## src/rtl/pls_pkg.sv

```systemverilog
// package for the synthesizer divider and phase detector block
// assumes a 10 MHz system clock and an AXI4-Lite master with 32-bit data
package pls_pkg;

  // ****************************************************
  // register map
  // ****************************************************
  localparam logic [7:0] PLS_ADDR_MODE = 8'h00;
  localparam logic [7:0] PLS_ADDR_DATA = 8'h04;
  localparam int PLS_MODE_SEL_LSB = 0;
  localparam int PLS_MODE_ULS_BIT = 2;
  localparam int PLS_MODE_ULF_BIT = 3;
  localparam int PLS_MODE_REF_LSB = 4;
  localparam logic [1:0] PLS_RESP_OKAY = 2'h0;
  localparam logic [1:0] PLS_RESP_SLVERR = 2'h2;
  localparam logic [15:0] PLS_DATA_RST = 16'h0000;

  // ****************************************************
  // timing
  // ****************************************************
  localparam int PLS_CLK_HZ = 10_000_000;
  localparam int PLS_UNLK_FAST_HZ = 1_000_000;
  localparam int PLS_UNLK_SLOW_HZ = 50_000;
  localparam int PLS_UNLK_FAST_CYC = PLS_CLK_HZ / PLS_UNLK_FAST_HZ;
  localparam int PLS_UNLK_SLOW_CYC = PLS_CLK_HZ / PLS_UNLK_SLOW_HZ;
  localparam int PLS_PRE_LOW = 16;
  localparam int PLS_PRE_HIGH = 17;

  // ****************************************************
  // input and division select
  // ****************************************************
  typedef enum logic [1:0] {
    PLS_SEL_OFF = 2'b00,
    PLS_SEL_HIGH_SWALLOW = 2'b01,
    PLS_SEL_LOW_SWALLOW = 2'b10,
    PLS_SEL_LOW_DIRECT = 2'b11
  } pls_sel_t;

  // error pin: level and drive enable
  typedef struct packed {
    logic level;
    logic oe;
  } pls_eo_t;

endpackage

```

## src/rtl/pls_synth.sv

```systemverilog
// synthesizer digital core: input select, programmable divider, reference, phase detector, unlock flags
// assumes oscillator inputs already synchronous to clk; error pin resolved outside from level and oe
// Function
// divide selected input, output phase error
// mode picks high or low band input
// mode picks direct or swallow division
// ratio written to register, passes buffer
// selectable reference from 1 to 50 kHz
// comparator flags which signal leads
// two readable sticky unlock flags
// error pin high, low, or floating
// prescaler 16/17, swallow, main, switch
// software keeps ratio within legal ranges
// select field codes off/high/low/direct
// swallow 4-bit, main 12-bit down counters
// direct uses upper 12, swallow all 16
// buffer loads counters only at reload; code also loads them every cycle while select is off
// divide by 17 until swallow expires
`timescale 1ns/1ps
module pls_synth import pls_pkg::*; #(
  parameter int CLK_HZ = PLS_CLK_HZ,
  parameter int REF_DIV_1K = PLS_CLK_HZ / 1000,
  parameter int REF_DIV_1K25 = PLS_CLK_HZ / 1250
) (
  input wire logic clk,
  input wire logic resetn,
  input wire logic [7:0] s_axi_awaddr,
  input wire logic s_axi_awvalid,
  output logic s_axi_awready,
  input wire logic [31:0] s_axi_wdata,
  input wire logic [3:0] s_axi_wstrb,
  input wire logic s_axi_wvalid,
  output logic s_axi_wready,
  output logic [1:0] s_axi_bresp,
  output logic s_axi_bvalid,
  input wire logic s_axi_bready,
  input wire logic [7:0] s_axi_araddr,
  input wire logic s_axi_arvalid,
  output logic s_axi_arready,
  output logic [31:0] s_axi_rdata,
  output logic [1:0] s_axi_rresp,
  output logic s_axi_rvalid,
  input wire logic s_axi_rready,
  input wire logic high_band_osc_input,
  input wire logic low_band_osc_input,
  output pls_eo_t phase_error_output
);

  // ****************************************************
  // state
  // ****************************************************
  typedef struct packed {
    logic awready;
    logic wready;
    logic aw_got;
    logic [7:0] aw_addr;
    logic w_got;
    logic [31:0] wdata;
    logic [3:0] wstrb;
    logic bvalid;
    logic [1:0] bresp;
    logic arready;
    logic rvalid;
    logic [31:0] rdata;
    logic [1:0] rresp;
    logic [3:0] ref_sel;
    pls_sel_t in_sel;
    logic unlock_flag_fast;
    logic unlock_flag_slow;
    logic [15:0] div_data;
    logic [15:0] div_buf;
    logic osc_prev;
    logic [4:0] pre_cnt;
    logic [3:0] swallow_stage;
    logic [11:0] main_count_stage;
    logic fn_pulse;
    logic [13:0] ref_cnt;
    logic ref_pulse;
    logic up_request;
    logic down_request;
    logic [3:0] fast_cnt;
    logic [7:0] slow_cnt;
    pls_eo_t eo;
  } pls_state_t;

  pls_state_t st_r;
  pls_state_t st_nxt;

  // reference divide count for a select code, zero means stopped
  function automatic logic [13:0] ref_div(input logic [3:0] sel);
    case (sel)
      4'h1: ref_div = 14'(REF_DIV_1K);
      4'h2: ref_div = 14'(REF_DIV_1K25);
      4'h3: ref_div = 14'(CLK_HZ / 2500);
      4'h4: ref_div = 14'(CLK_HZ / 3000);
      4'h5: ref_div = 14'(CLK_HZ / 5000);
      4'h6: ref_div = 14'(CLK_HZ / 6250);
      4'h7: ref_div = 14'(CLK_HZ / 9000);
      4'h8: ref_div = 14'(CLK_HZ / 10000);
      4'h9: ref_div = 14'(CLK_HZ / 12500);
      4'hA: ref_div = 14'(CLK_HZ / 18000);
      4'hB: ref_div = 14'(CLK_HZ / 20000);
      4'hC: ref_div = 14'(CLK_HZ / 25000);
      4'hD: ref_div = 14'(CLK_HZ / 50000);
      default: ref_div = 14'h0000;
    endcase
  endfunction

  // read value of a register, flags and select fields packed as on write
  function automatic logic [31:0] reg_read(input pls_state_t s, input logic [7:0] a);
    case (a)
      PLS_ADDR_MODE: reg_read = {24'h000000, s.ref_sel, s.unlock_flag_fast, s.unlock_flag_slow, s.in_sel};
      PLS_ADDR_DATA: reg_read = {16'h0000, s.div_data};
      default: reg_read = 32'h00000000;
    endcase
  endfunction

  // ****************************************************
  // next state
  // ****************************************************
  logic osc_sel;
  logic osc_edge;
  logic swallow_mode;
  logic pre_end;
  logic reload;
  logic [4:0] pre_mod;
  logic [13:0] ref_top;
  logic pd_on;
  logic do_write;
  logic rd_mode;
  logic set_fast;
  logic set_slow;
  logic err;

  always_comb begin
    st_nxt = st_r;
    // band input routing
    case (st_r.in_sel)
      PLS_SEL_HIGH_SWALLOW: osc_sel = high_band_osc_input;
      PLS_SEL_LOW_SWALLOW: osc_sel = low_band_osc_input;
      PLS_SEL_LOW_DIRECT: osc_sel = low_band_osc_input;
      default: osc_sel = 1'b0;
    endcase
    osc_edge = osc_sel & ~st_r.osc_prev;
    st_nxt.osc_prev = osc_sel;
    // division system switch
    swallow_mode = (st_r.in_sel != PLS_SEL_LOW_DIRECT);
    // modulus 17 while swallow counter runs
    pre_mod = (st_r.swallow_stage != 4'h0) ? 5'(PLS_PRE_HIGH) : 5'(PLS_PRE_LOW);
    pre_end = osc_edge && (!swallow_mode || (st_r.pre_cnt == pre_mod - 5'd1));
    reload = pre_end && (st_r.main_count_stage <= 12'h001);
    st_nxt.fn_pulse = 1'b0;
    if (st_r.in_sel == PLS_SEL_OFF) begin
      // inputs disabled, counters park loaded
      st_nxt.pre_cnt = 5'h00;
      st_nxt.main_count_stage = st_r.div_buf[15:4];
      st_nxt.swallow_stage = swallow_mode ? st_r.div_buf[3:0] : 4'h0;
    end else if (osc_edge) begin
      st_nxt.pre_cnt = pre_end ? 5'h00 : st_r.pre_cnt + 5'h01;
      if (pre_end) begin
        // down counters step once per prescaler cycle
        st_nxt.main_count_stage = st_r.main_count_stage - 12'h001;
        if (st_r.swallow_stage != 4'h0) begin
          st_nxt.swallow_stage = st_r.swallow_stage - 4'h1;
        end
      end
      if (reload) begin
        // buffered ratio enters here and while inputs are off
        st_nxt.main_count_stage = st_r.div_buf[15:4];
        st_nxt.swallow_stage = swallow_mode ? st_r.div_buf[3:0] : 4'h0;
        st_nxt.fn_pulse = 1'b1;
      end
    end
    // data buffer follows the data register
    st_nxt.div_buf = st_r.div_data;

    // reference generator
    ref_top = ref_div(st_r.ref_sel);
    pd_on = (ref_top != 14'h0000) && (st_r.in_sel != PLS_SEL_OFF);
    st_nxt.ref_pulse = 1'b0;
    if (ref_top == 14'h0000) begin
      st_nxt.ref_cnt = 14'h0000;
    end else if (st_r.ref_cnt >= ref_top - 14'h0001) begin
      st_nxt.ref_cnt = 14'h0000;
      st_nxt.ref_pulse = 1'b1;
    end else begin
      st_nxt.ref_cnt = st_r.ref_cnt + 14'h0001;
    end

    // three-state phase frequency detector
    if (!pd_on || (st_r.up_request && st_r.down_request)) begin
      st_nxt.up_request = 1'b0;
      st_nxt.down_request = 1'b0;
    end else begin
      st_nxt.up_request = st_r.up_request | st_r.ref_pulse;
      st_nxt.down_request = st_r.down_request | st_r.fn_pulse;
    end
    // charge pump drive
    st_nxt.eo.oe = st_r.up_request ^ st_r.down_request;
    st_nxt.eo.level = st_r.up_request & ~st_r.down_request;

    // unlock sampling at two rates
    err = st_r.up_request ^ st_r.down_request;
    set_fast = 1'b0;
    set_slow = 1'b0;
    if (st_r.fast_cnt >= 4'(PLS_UNLK_FAST_CYC - 1)) begin
      st_nxt.fast_cnt = 4'h0;
      set_fast = err;
    end else begin
      st_nxt.fast_cnt = st_r.fast_cnt + 4'h1;
    end
    if (st_r.slow_cnt >= 8'(PLS_UNLK_SLOW_CYC - 1)) begin
      st_nxt.slow_cnt = 8'h00;
      set_slow = err;
    end else begin
      st_nxt.slow_cnt = st_r.slow_cnt + 8'h01;
    end

    // bus write: address and data taken in either order
    if (s_axi_awvalid && st_r.awready) begin
      st_nxt.aw_got = 1'b1;
      st_nxt.aw_addr = s_axi_awaddr;
    end
    if (s_axi_wvalid && st_r.wready) begin
      st_nxt.w_got = 1'b1;
      st_nxt.wdata = s_axi_wdata;
      st_nxt.wstrb = s_axi_wstrb;
    end
    do_write = st_r.aw_got && st_r.w_got && !st_r.bvalid;
    if (do_write) begin
      st_nxt.aw_got = 1'b0;
      st_nxt.w_got = 1'b0;
      st_nxt.bvalid = 1'b1;
      st_nxt.bresp = PLS_RESP_OKAY;
      case (st_r.aw_addr)
        PLS_ADDR_MODE: begin
          if (st_r.wstrb[0]) begin
            st_nxt.in_sel = pls_sel_t'(st_r.wdata[PLS_MODE_SEL_LSB +: 2]);
            st_nxt.ref_sel = st_r.wdata[PLS_MODE_REF_LSB +: 4];
          end
        end
        PLS_ADDR_DATA: begin
          // software ratio into data register
          if (st_r.wstrb[0]) begin
            st_nxt.div_data[7:0] = st_r.wdata[7:0];
          end
          if (st_r.wstrb[1]) begin
            st_nxt.div_data[15:8] = st_r.wdata[15:8];
          end
        end
        default: st_nxt.bresp = PLS_RESP_SLVERR;
      endcase
    end
    if (st_r.bvalid && s_axi_bready) begin
      st_nxt.bvalid = 1'b0;
    end
    st_nxt.awready = !st_nxt.aw_got && !st_nxt.bvalid;
    st_nxt.wready = !st_nxt.w_got && !st_nxt.bvalid;

    // bus read, mode register read clears unlock flags
    rd_mode = 1'b0;
    if (s_axi_arvalid && st_r.arready) begin
      st_nxt.rvalid = 1'b1;
      st_nxt.rdata = reg_read(st_r, s_axi_araddr);
      st_nxt.rresp = ((s_axi_araddr == PLS_ADDR_MODE) || (s_axi_araddr == PLS_ADDR_DATA)) ?
        PLS_RESP_OKAY : PLS_RESP_SLVERR;
      rd_mode = (s_axi_araddr == PLS_ADDR_MODE);
    end
    if (st_r.rvalid && s_axi_rready) begin
      st_nxt.rvalid = 1'b0;
    end
    st_nxt.arready = !st_nxt.rvalid;
    // sticky flags, a new set beats the read clear
    st_nxt.unlock_flag_fast = set_fast | (st_r.unlock_flag_fast & ~rd_mode);
    st_nxt.unlock_flag_slow = set_slow | (st_r.unlock_flag_slow & ~rd_mode);
  end

  // ****************************************************
  // registers
  // ****************************************************
  always_ff @(posedge clk) begin
    if (!resetn) begin
      st_r <= '0;
      st_r.div_data <= PLS_DATA_RST;
    end else begin
      st_r <= st_nxt;
    end
  end

  // outputs straight from the state
  assign s_axi_awready = st_r.awready;
  assign s_axi_wready = st_r.wready;
  assign s_axi_bvalid = st_r.bvalid;
  assign s_axi_bresp = st_r.bresp;
  assign s_axi_arready = st_r.arready;
  assign s_axi_rvalid = st_r.rvalid;
  assign s_axi_rdata = st_r.rdata;
  assign s_axi_rresp = st_r.rresp;
  assign phase_error_output = st_r.eo;

  // ****************************************************
  // checks
  // ****************************************************
  // pin floats with no request
  AST_EO_FLOAT: assert property (@(posedge clk) disable iff (!resetn)
    (st_r.up_request == st_r.down_request) |=> !phase_error_output.oe)
    else $error("error pin driven with no single request");

  // up drives high next cycle
  AST_EO_UP_HIGH: assert property (@(posedge clk) disable iff (!resetn)
    (st_r.up_request && !st_r.down_request) |=> (phase_error_output.oe && phase_error_output.level))
    else $error("up request not driven high");

  // reference pulse raises up request
  AST_REF_UP: assert property (@(posedge clk) disable iff (!resetn)
    (st_r.ref_pulse && pd_on && !st_r.up_request && !st_r.down_request) |=> st_r.up_request)
    else $error("reference edge lost by comparator");

  // swallow stage steps once per 17-edge cycle
  AST_SWALLOW_STEP: assert property (@(posedge clk) disable iff (!resetn)
    (pre_end && !reload && swallow_mode && st_r.in_sel != PLS_SEL_OFF && st_r.swallow_stage != 4'h0
     && st_r.pre_cnt == 5'd16) |=> (st_r.swallow_stage == $past(st_r.swallow_stage) - 4'h1))
    else $error("swallow count did not step after 17 edges");

  // reload takes buffered value
  AST_RELOAD: assert property (@(posedge clk) disable iff (!resetn)
    (reload && st_r.in_sel != PLS_SEL_OFF) |=> (st_r.fn_pulse && st_r.main_count_stage == $past(st_r.div_buf[15:4])))
    else $error("reload did not take buffered ratio");

  // direct mode ignores low four bits
  AST_DIRECT_NO_SWALLOW: assert property (@(posedge clk) disable iff (!resetn)
    (st_r.in_sel == PLS_SEL_LOW_DIRECT && reload) |=> (st_r.swallow_stage == 4'h0))
    else $error("swallow loaded in direct mode");

  // disabled inputs give no divider output
  AST_OFF_QUIET: assert property (@(posedge clk) disable iff (!resetn)
    (st_r.in_sel == PLS_SEL_OFF) |=> !st_r.fn_pulse)
    else $error("divider output while inputs disabled");

  // at code D no reference pulse within 8 cycles after one
  AST_REF_SPACING: assert property (@(posedge clk) disable iff (!resetn)
    (st_r.ref_pulse && st_r.ref_sel == 4'hD && $stable(st_r.ref_sel)) |=> !st_r.ref_pulse [*8])
    else $error("reference pulses too close");

  // flag held until read
  AST_FLAG_STICKY: assert property (@(posedge clk) disable iff (!resetn)
    (st_r.unlock_flag_fast && !(s_axi_arvalid && st_r.arready && s_axi_araddr == PLS_ADDR_MODE))
    |=> st_r.unlock_flag_fast)
    else $error("fast unlock flag dropped without read");

  // written ratio reaches buffer one cycle later
  AST_BUFFER: assert property (@(posedge clk) disable iff (!resetn)
    $changed(st_r.div_data) |=> (st_r.div_buf == $past(st_r.div_data)))
    else $error("data buffer did not follow register");

endmodule
```

## config.mk

```make
export PLATFORM = sky130hd
export DESIGN_NAME = pls_synth
export DESIGN_NICKNAME = d
export VERILOG_FILES = /design/src/rtl/pls_pkg.sv /design/src/rtl/pls_synth.sv
export SDC_FILE = /design/constraint.sdc
export NUM_CORES = 1
export LEC_CHECK = 0
export BUFFER_PORTS_ARGS = -buffer_cell sky130_fd_sc_hd__buf_2
export CORE_UTILIZATION = 30
export CTS_CLUSTER_DIAMETER = 50
export DETAILED_ROUTE_END_ITERATION = 10
export SYNTH_ARGS = -nofsm -noshare
export SYNTH_HDL_FRONTEND = slang
export SYNTH_SLANG_ARGS = --single-unit
```

## constraint.sdc

```tcl
create_clock -name clk -period 8 [get_ports clk]
set_clock_uncertainty 0.1 [all_clocks]
set_input_delay 0 -clock clk [delete_from_list [all_inputs] [get_ports clk]]
set_output_delay 0 -clock clk [all_outputs]
set_load 0.02 [all_outputs]
```

# Yosys cells after proc, flatten, opt, wreduce, memory -nomap -nowiden
# Memory sizes are Yosys's and may differ from the RTL's. A register that Yosys moved wholly into a read port is not among the register bits.
# Cells that the tools add are included.
[totals] reg_bits=181 rom_bits=224 input_bits=61 output_inout_bits=43 elab_cells=140 mem_count=1
[memory_table] name="(name not given)" depth=16 word_bits=14 read_ports=1 rd_ports_with_merged_regs=1 wr=0 line="pls_synth.sv:91" source="case (sel)"
[classes] n_addsub=8 order_cmp=4 n_eq_ne=7 mux=26 n_bitwise=14 reduce_logical=47
[op_table] operator="2-to-1 mux 37 bit" n=1
[op_table] operator="2-to-1 mux 35 bit" n=1
[op_table] operator="2-to-1 mux 17 bit" n=2
[op_table] operator="2-to-1 mux 16 bit" n=2
[op_table] operator="one-hot mux 16 bit (2 select lines)" n=1
[op_table] operator="== test 8 x 3 -> 1 bit (second input constant)" n=2
[op_table] operator="zero test 8 bit" n=2
[op_table] operator="2-to-1 mux 4 bit" n=4
[op_table] operator="adder 14 x 1 -> 14 bit (second input constant)" n=1
[op_table] operator=">= comparator 14 bit" n=1
[op_table] operator="zero test 14 bit" n=1
[op_table] operator="nonzero test 14 bit" n=1
[op_table] operator="OR reduction 2 bit" n=7
[op_table] operator="subtractor 14 x 1 -> 14 bit (second input constant)" n=1
[op_table] operator="logical AND 1 bit" n=13
[op_table] operator="<= comparator 12 x 1 -> 1 bit (second input constant)" n=1
[op_table] operator="AND reduction 3 bit" n=4
[op_table] operator="subtractor 12 x 1 -> 12 bit (second input constant)" n=1
[op_table] operator="2-to-1 mux 1 bit" n=9
[op_table] operator="2-to-1 mux 9 bit" n=1
[op_table] operator="adder 8 x 1 -> 8 bit (second input constant)" n=1
[op_table] operator=">= comparator 8 bit (second input constant)" n=1
[op_table] operator="zero test 1 bit" n=7
[op_table] operator="nonzero test 3 bit" n=2
[op_table] operator="other kinds (23)" n=39

# Depth between registers and ports, before layout
[logic_depth] depth_word=10 mapped_depth=11 depth_no_buf=10

# Worst setup path before layout
# No wires, ideal clock.
[synth_timing] path_type="reg2reg" start="reg, netlist name ref_top[2]" end="reg st_r[20] (netlist bit)" t_arrival_ps=2833 t_required_ps=7814 slack_ps=4982 path_stages_with_launch=10 path_buffers=1 cell_sequence="dfxtp_1 -> nor4_1 -> nand2_1 -> or4_1 -> xor2_1 -> ha_1 -> a211o_1 -> a221o_1 -> clkbuf_1 -> a211oi_1"
[synth_via] elab_chain_cells=3 elab_cells_between_ends=4
[synth_rtl] item="subtractor 14 x 1 -> 14 bit" line="pls_synth.sv:183" source="end else if (st_r.ref_cnt >= ref_top - 14'h0001) begin"
[synth_rtl] item=">= comparator 14 bit" line="pls_synth.sv:183"
[synth_rtl] item="OR reduction 3 bit (no source line) *"
[synth_rtl] item="to (signal assigned)" line="pls_synth.sv:286" source="st_r <= st_nxt;"
[synth_rtl] item="to (decl)" line="pls_synth.sv:86" source="pls_state_t st_r;"
# Mark *: on every way between the ends. The rest lies on a longest branch, timed or not.
# A chain may end at the register's enable or synchronous reset.

# Worst setup path after layout
[layout_timing] start="reg, netlist name ref_top[2]" end="reg st_r[21] (netlist bit)"
[layout_via] elab_chain_cells=3 elab_cells_between_ends=4
[layout_rtl] item="subtractor 14 x 1 -> 14 bit" line="pls_synth.sv:183"
[layout_rtl] item=">= comparator 14 bit" line="pls_synth.sv:183"
[layout_rtl] item="OR reduction 3 bit (no source line) *"
# Marked as above.

==> impl_metrics.json <==
{
  "h-tree-depth": 4,
  "post-cts-setup-buffer-count": 0,
  "syn_to_final_growth_pct": 18.0,
  "dp_hpwl_um": 11400,
  "syn_area_per_cell_um2": 8.88,
  "drive_gt1_share_pct": 12.9,
  "antenna_found_initial": 0,
  "start_util_pct": 30.8,
  "dr.pass1.iters": 5,
  "synth_edf_count": 0,
  "crit_fanout": 15,
  "regArea_um2": 3180,
  "hold_path.class": "input pin to flip-flop",
  "finalCritPeriodShare_pct": 42.6,
  "synth-seq-area-share_pct": 42.3,
  "wl_um": 16900,
  "crit_type": "flip-flop to flip-flop",
  "synthesis.area_um2": 7530,
  "finalWorstSetupSlack_ns": 4.59,
  "slowest_delay_ns": 0.56,
  "cp.depth": 8,
  "max_freq_ghz": 0.293,
  "cts_sinks": 159,
  "setup_viol": 0,
  "io_buffers": 67,
  "status": "completed",
  "final_util_pct": 36.3,
  "slowest_stage": "or4_1",
  "cp-end-kind": "flip-flop",
  "min_period_ns": 3.41,
  "drt-wirelength-per-cell_um": 13.5,
  "ir_worst_vdd_uv": 142,
  "fp-row-count": 57,
  "hold_viol_final": 0,
  "grt_max_degree": 43,
  "cts_max_path_buffers": 2,
  "drc": 0,
  "final_common_cell": "dfxtp_1",
  "grt_setup_unrepaired": "false",
  "synth_cells": 848,
  "maxSlewViolCount": 0,
  "arrival_ns": 3.64,
  "vias_per_cell": 4.79,
  "synth-main-ff-cell": "dfxtp_1",
  "num_vias": 6004,
  "fin_hold_ws_ns": 0.0780,
  "synth_cell_types": 64,
  "grtUsageTotal_pct": 13.3,
  "path_clk_slew_ns": 0.06,
  "place_congestion": 0.799,
  "final_cell_mix": "dfxtp_1, nand2_1, nor2_1",
  "hold_depth": 2,
  "place_ws_ns": 4.60,
  "synth_seq_cells": 159,
  "fp.dieH_um": 160,
  "power_density_nw_per_um2": 190,
  "overflow": 0,
  "p_leak_nw": 3.70,
  "critical-path-top-delay-family": "simple AND/OR/NAND/NOR gates",
  "antenna_left": 0,
  "required_ns": 8.23,
  "start_kind": "flip-flop",
  "yosysTopAreaCell": "dfxtp_1",
  "multi_input_area_um2": 3860,
  "max-cap-violations": 0,
  "grt_pass1_wl_um": 27900,
  "grt_pass1_vias": 5566,
  "tns_ns": 0,
  "worst_pin_slew_ns": 1.01,
  "relSlewSlack_pct": 32.5,
  "diodes": 0,
  "worstPathCellList": "nor4_1 > nand2_1 > or4_1 > xor2_1 > ha_1 > a211o_1 > a221o_1 > a211oi_1",
  "synth_top_area_share_pct": 42.3,
  "core-area_um2": 24500,
  "cts_buffers": 17,
  "cts-root-buf": "clkbuf_16",
  "drt_iter0_drc": 242,
  "postCtsResizedCells": 0,
  "synth.area.top_cells": "dfxtp_1, ha_1, mux2i_1",
  "insertion_delay_ns": 0.42,
  "rr_worst_depth": 8,
  "yosys_warnings": 0,
  "pin_count": 104,
  "dieArea_um2": 25700,
  "finalNetCount": 1010,
  "die_w_um": 160,
  "cts_tree": "yes",
  "path_buf_inv": 0,
  "fillers": 2479,
  "ys_async_sr_fraction_pct": 0
}
==> worst paths after layout <==
kind                                      startpoint                       end  slack [ns]
worst min register to register  st_r[178]$_SDFF_PN0_  s_axi_awready$_SDFF_PN0_        0.34
worst max register to register    ref_top[2]$_DFF_P_       st_r[21]$_SDFF_PP0_        4.59
worst min-delay path                          resetn     st_r[32]$_SDFFE_PN0P_        0.08
worst max-delay path              ref_top[2]$_DFF_P_       st_r[21]$_SDFF_PP0_        4.59
==> sequential cells by signal, summed over array words and instances (netlist names) <==
name and flops:
phase_error_output 2, ref_top 14, s_axi_arready 1, s_axi_awready 1
s_axi_bresp 1, s_axi_bvalid 1, s_axi_rdata 16, s_axi_rresp 1
s_axi_rvalid 1, s_axi_wready 1, st_nxt 16, st_r 104
==> logic make-up after synthesis <==
logic type,Yosys count,synth area share (%)
flip-flops,159,42.3
XOR/XNOR,39,4.54
AND/OR/NAND/NOR,307,20.2
other,1,0.0498
AO/OA/AOI/OAI,161,14.3
buffers and inverters,104,7.25
multiplexers,44,5.92
adder cells (fa/ha/maj),33,5.48
==> cells in the mapped netlist (3+ instances only) <==
master       n
buf_2        4
nor3_1      16
nor4_1      12
o21ai_0     19
mux2i_1     40
a2bb2oi_1    3
nor2_1      80
a21oi_1     58
clkbuf_1    33
dfxtp_1    159
and3_1      11
nor3b_1      4
or4_1        5
and4_1       4
or2_2        6
a32oi_1     11
a21o_1       9
ha_1        33
a211oi_1    19
nand2b_1     8
nand4_1      8
buf_4       38
nand2_1     85
o21a_1       4
xor2_1      21
nand3_1     30
or3_1        4
a31oi_1      9
nand3b_1     3
o211ai_1     4
xnor2_1     18
and2_1      20
inv_1       24
mux2_2       4
==> worst reg2reg max path, stage by stage, from the launching register on <==
cell and delay (ns):
dfxtp_1 0.34, nor4_1 0.55, nand2_1 0.22, or4_1 0.56, xor2_1 0.16, ha_1 0.29, a211o_1 0.30, a221o_1 0.49
a211oi_1 0.32
==> metrics by stage <==
| stage | power, W | std cells | instance area [um^2] |
|---|---|---|---|
| after floorplan | 0.000882 | 865 | 7590 |
| after global placement | 0.000898 | 1182 | 7920 |
| after detailed placement | 0.000899 | 1182 | 7920 |
| after CTS | 0.00171 | 1253 | 8890 |
| after global routing | 0.00175 | 1253 | 8890 |
| final | 0.00169 | 1253 | 8890 |
==> power breakdown <==
group / internal [W] / total (W) / switching (W)
logic: 0.0000332 / 0.0000819 / 0.0000487
registers: 0.000804 / 0.000813 / 0.00000900
clock network: 0.000471 / 0.000795 / 0.000324
total: 0.00131 / 0.00169 / 0.000381
==> layout make-up <==
cell class              instances  share of cell area (%)
clock buffers                  25                    5.69
clock inverters                 7                   0.845
inverters                      26                    1.10
multi-input cells             602                    43.5
flip-flops and latches        159                    35.8
well taps                     324                    4.56
repair buffers                110                    8.50
==> routing by layer <==
metal	up-vias	global-route usage (%)	part of all wire [%]
li1	3078	-	-
met5	-	0	0
met4	0	4.81	1.6
met2	98	21.3	46
met3	17	2.92	3.2
met1	2811	17.6	49
==> timing repair <==
item,in CTS,in global routing
endpoints found under the setup margin,0,0
hold buffers,39,0
endpoints found under the hold margin,33,0
No activity file was read; power rests on OpenSTA's default activity.
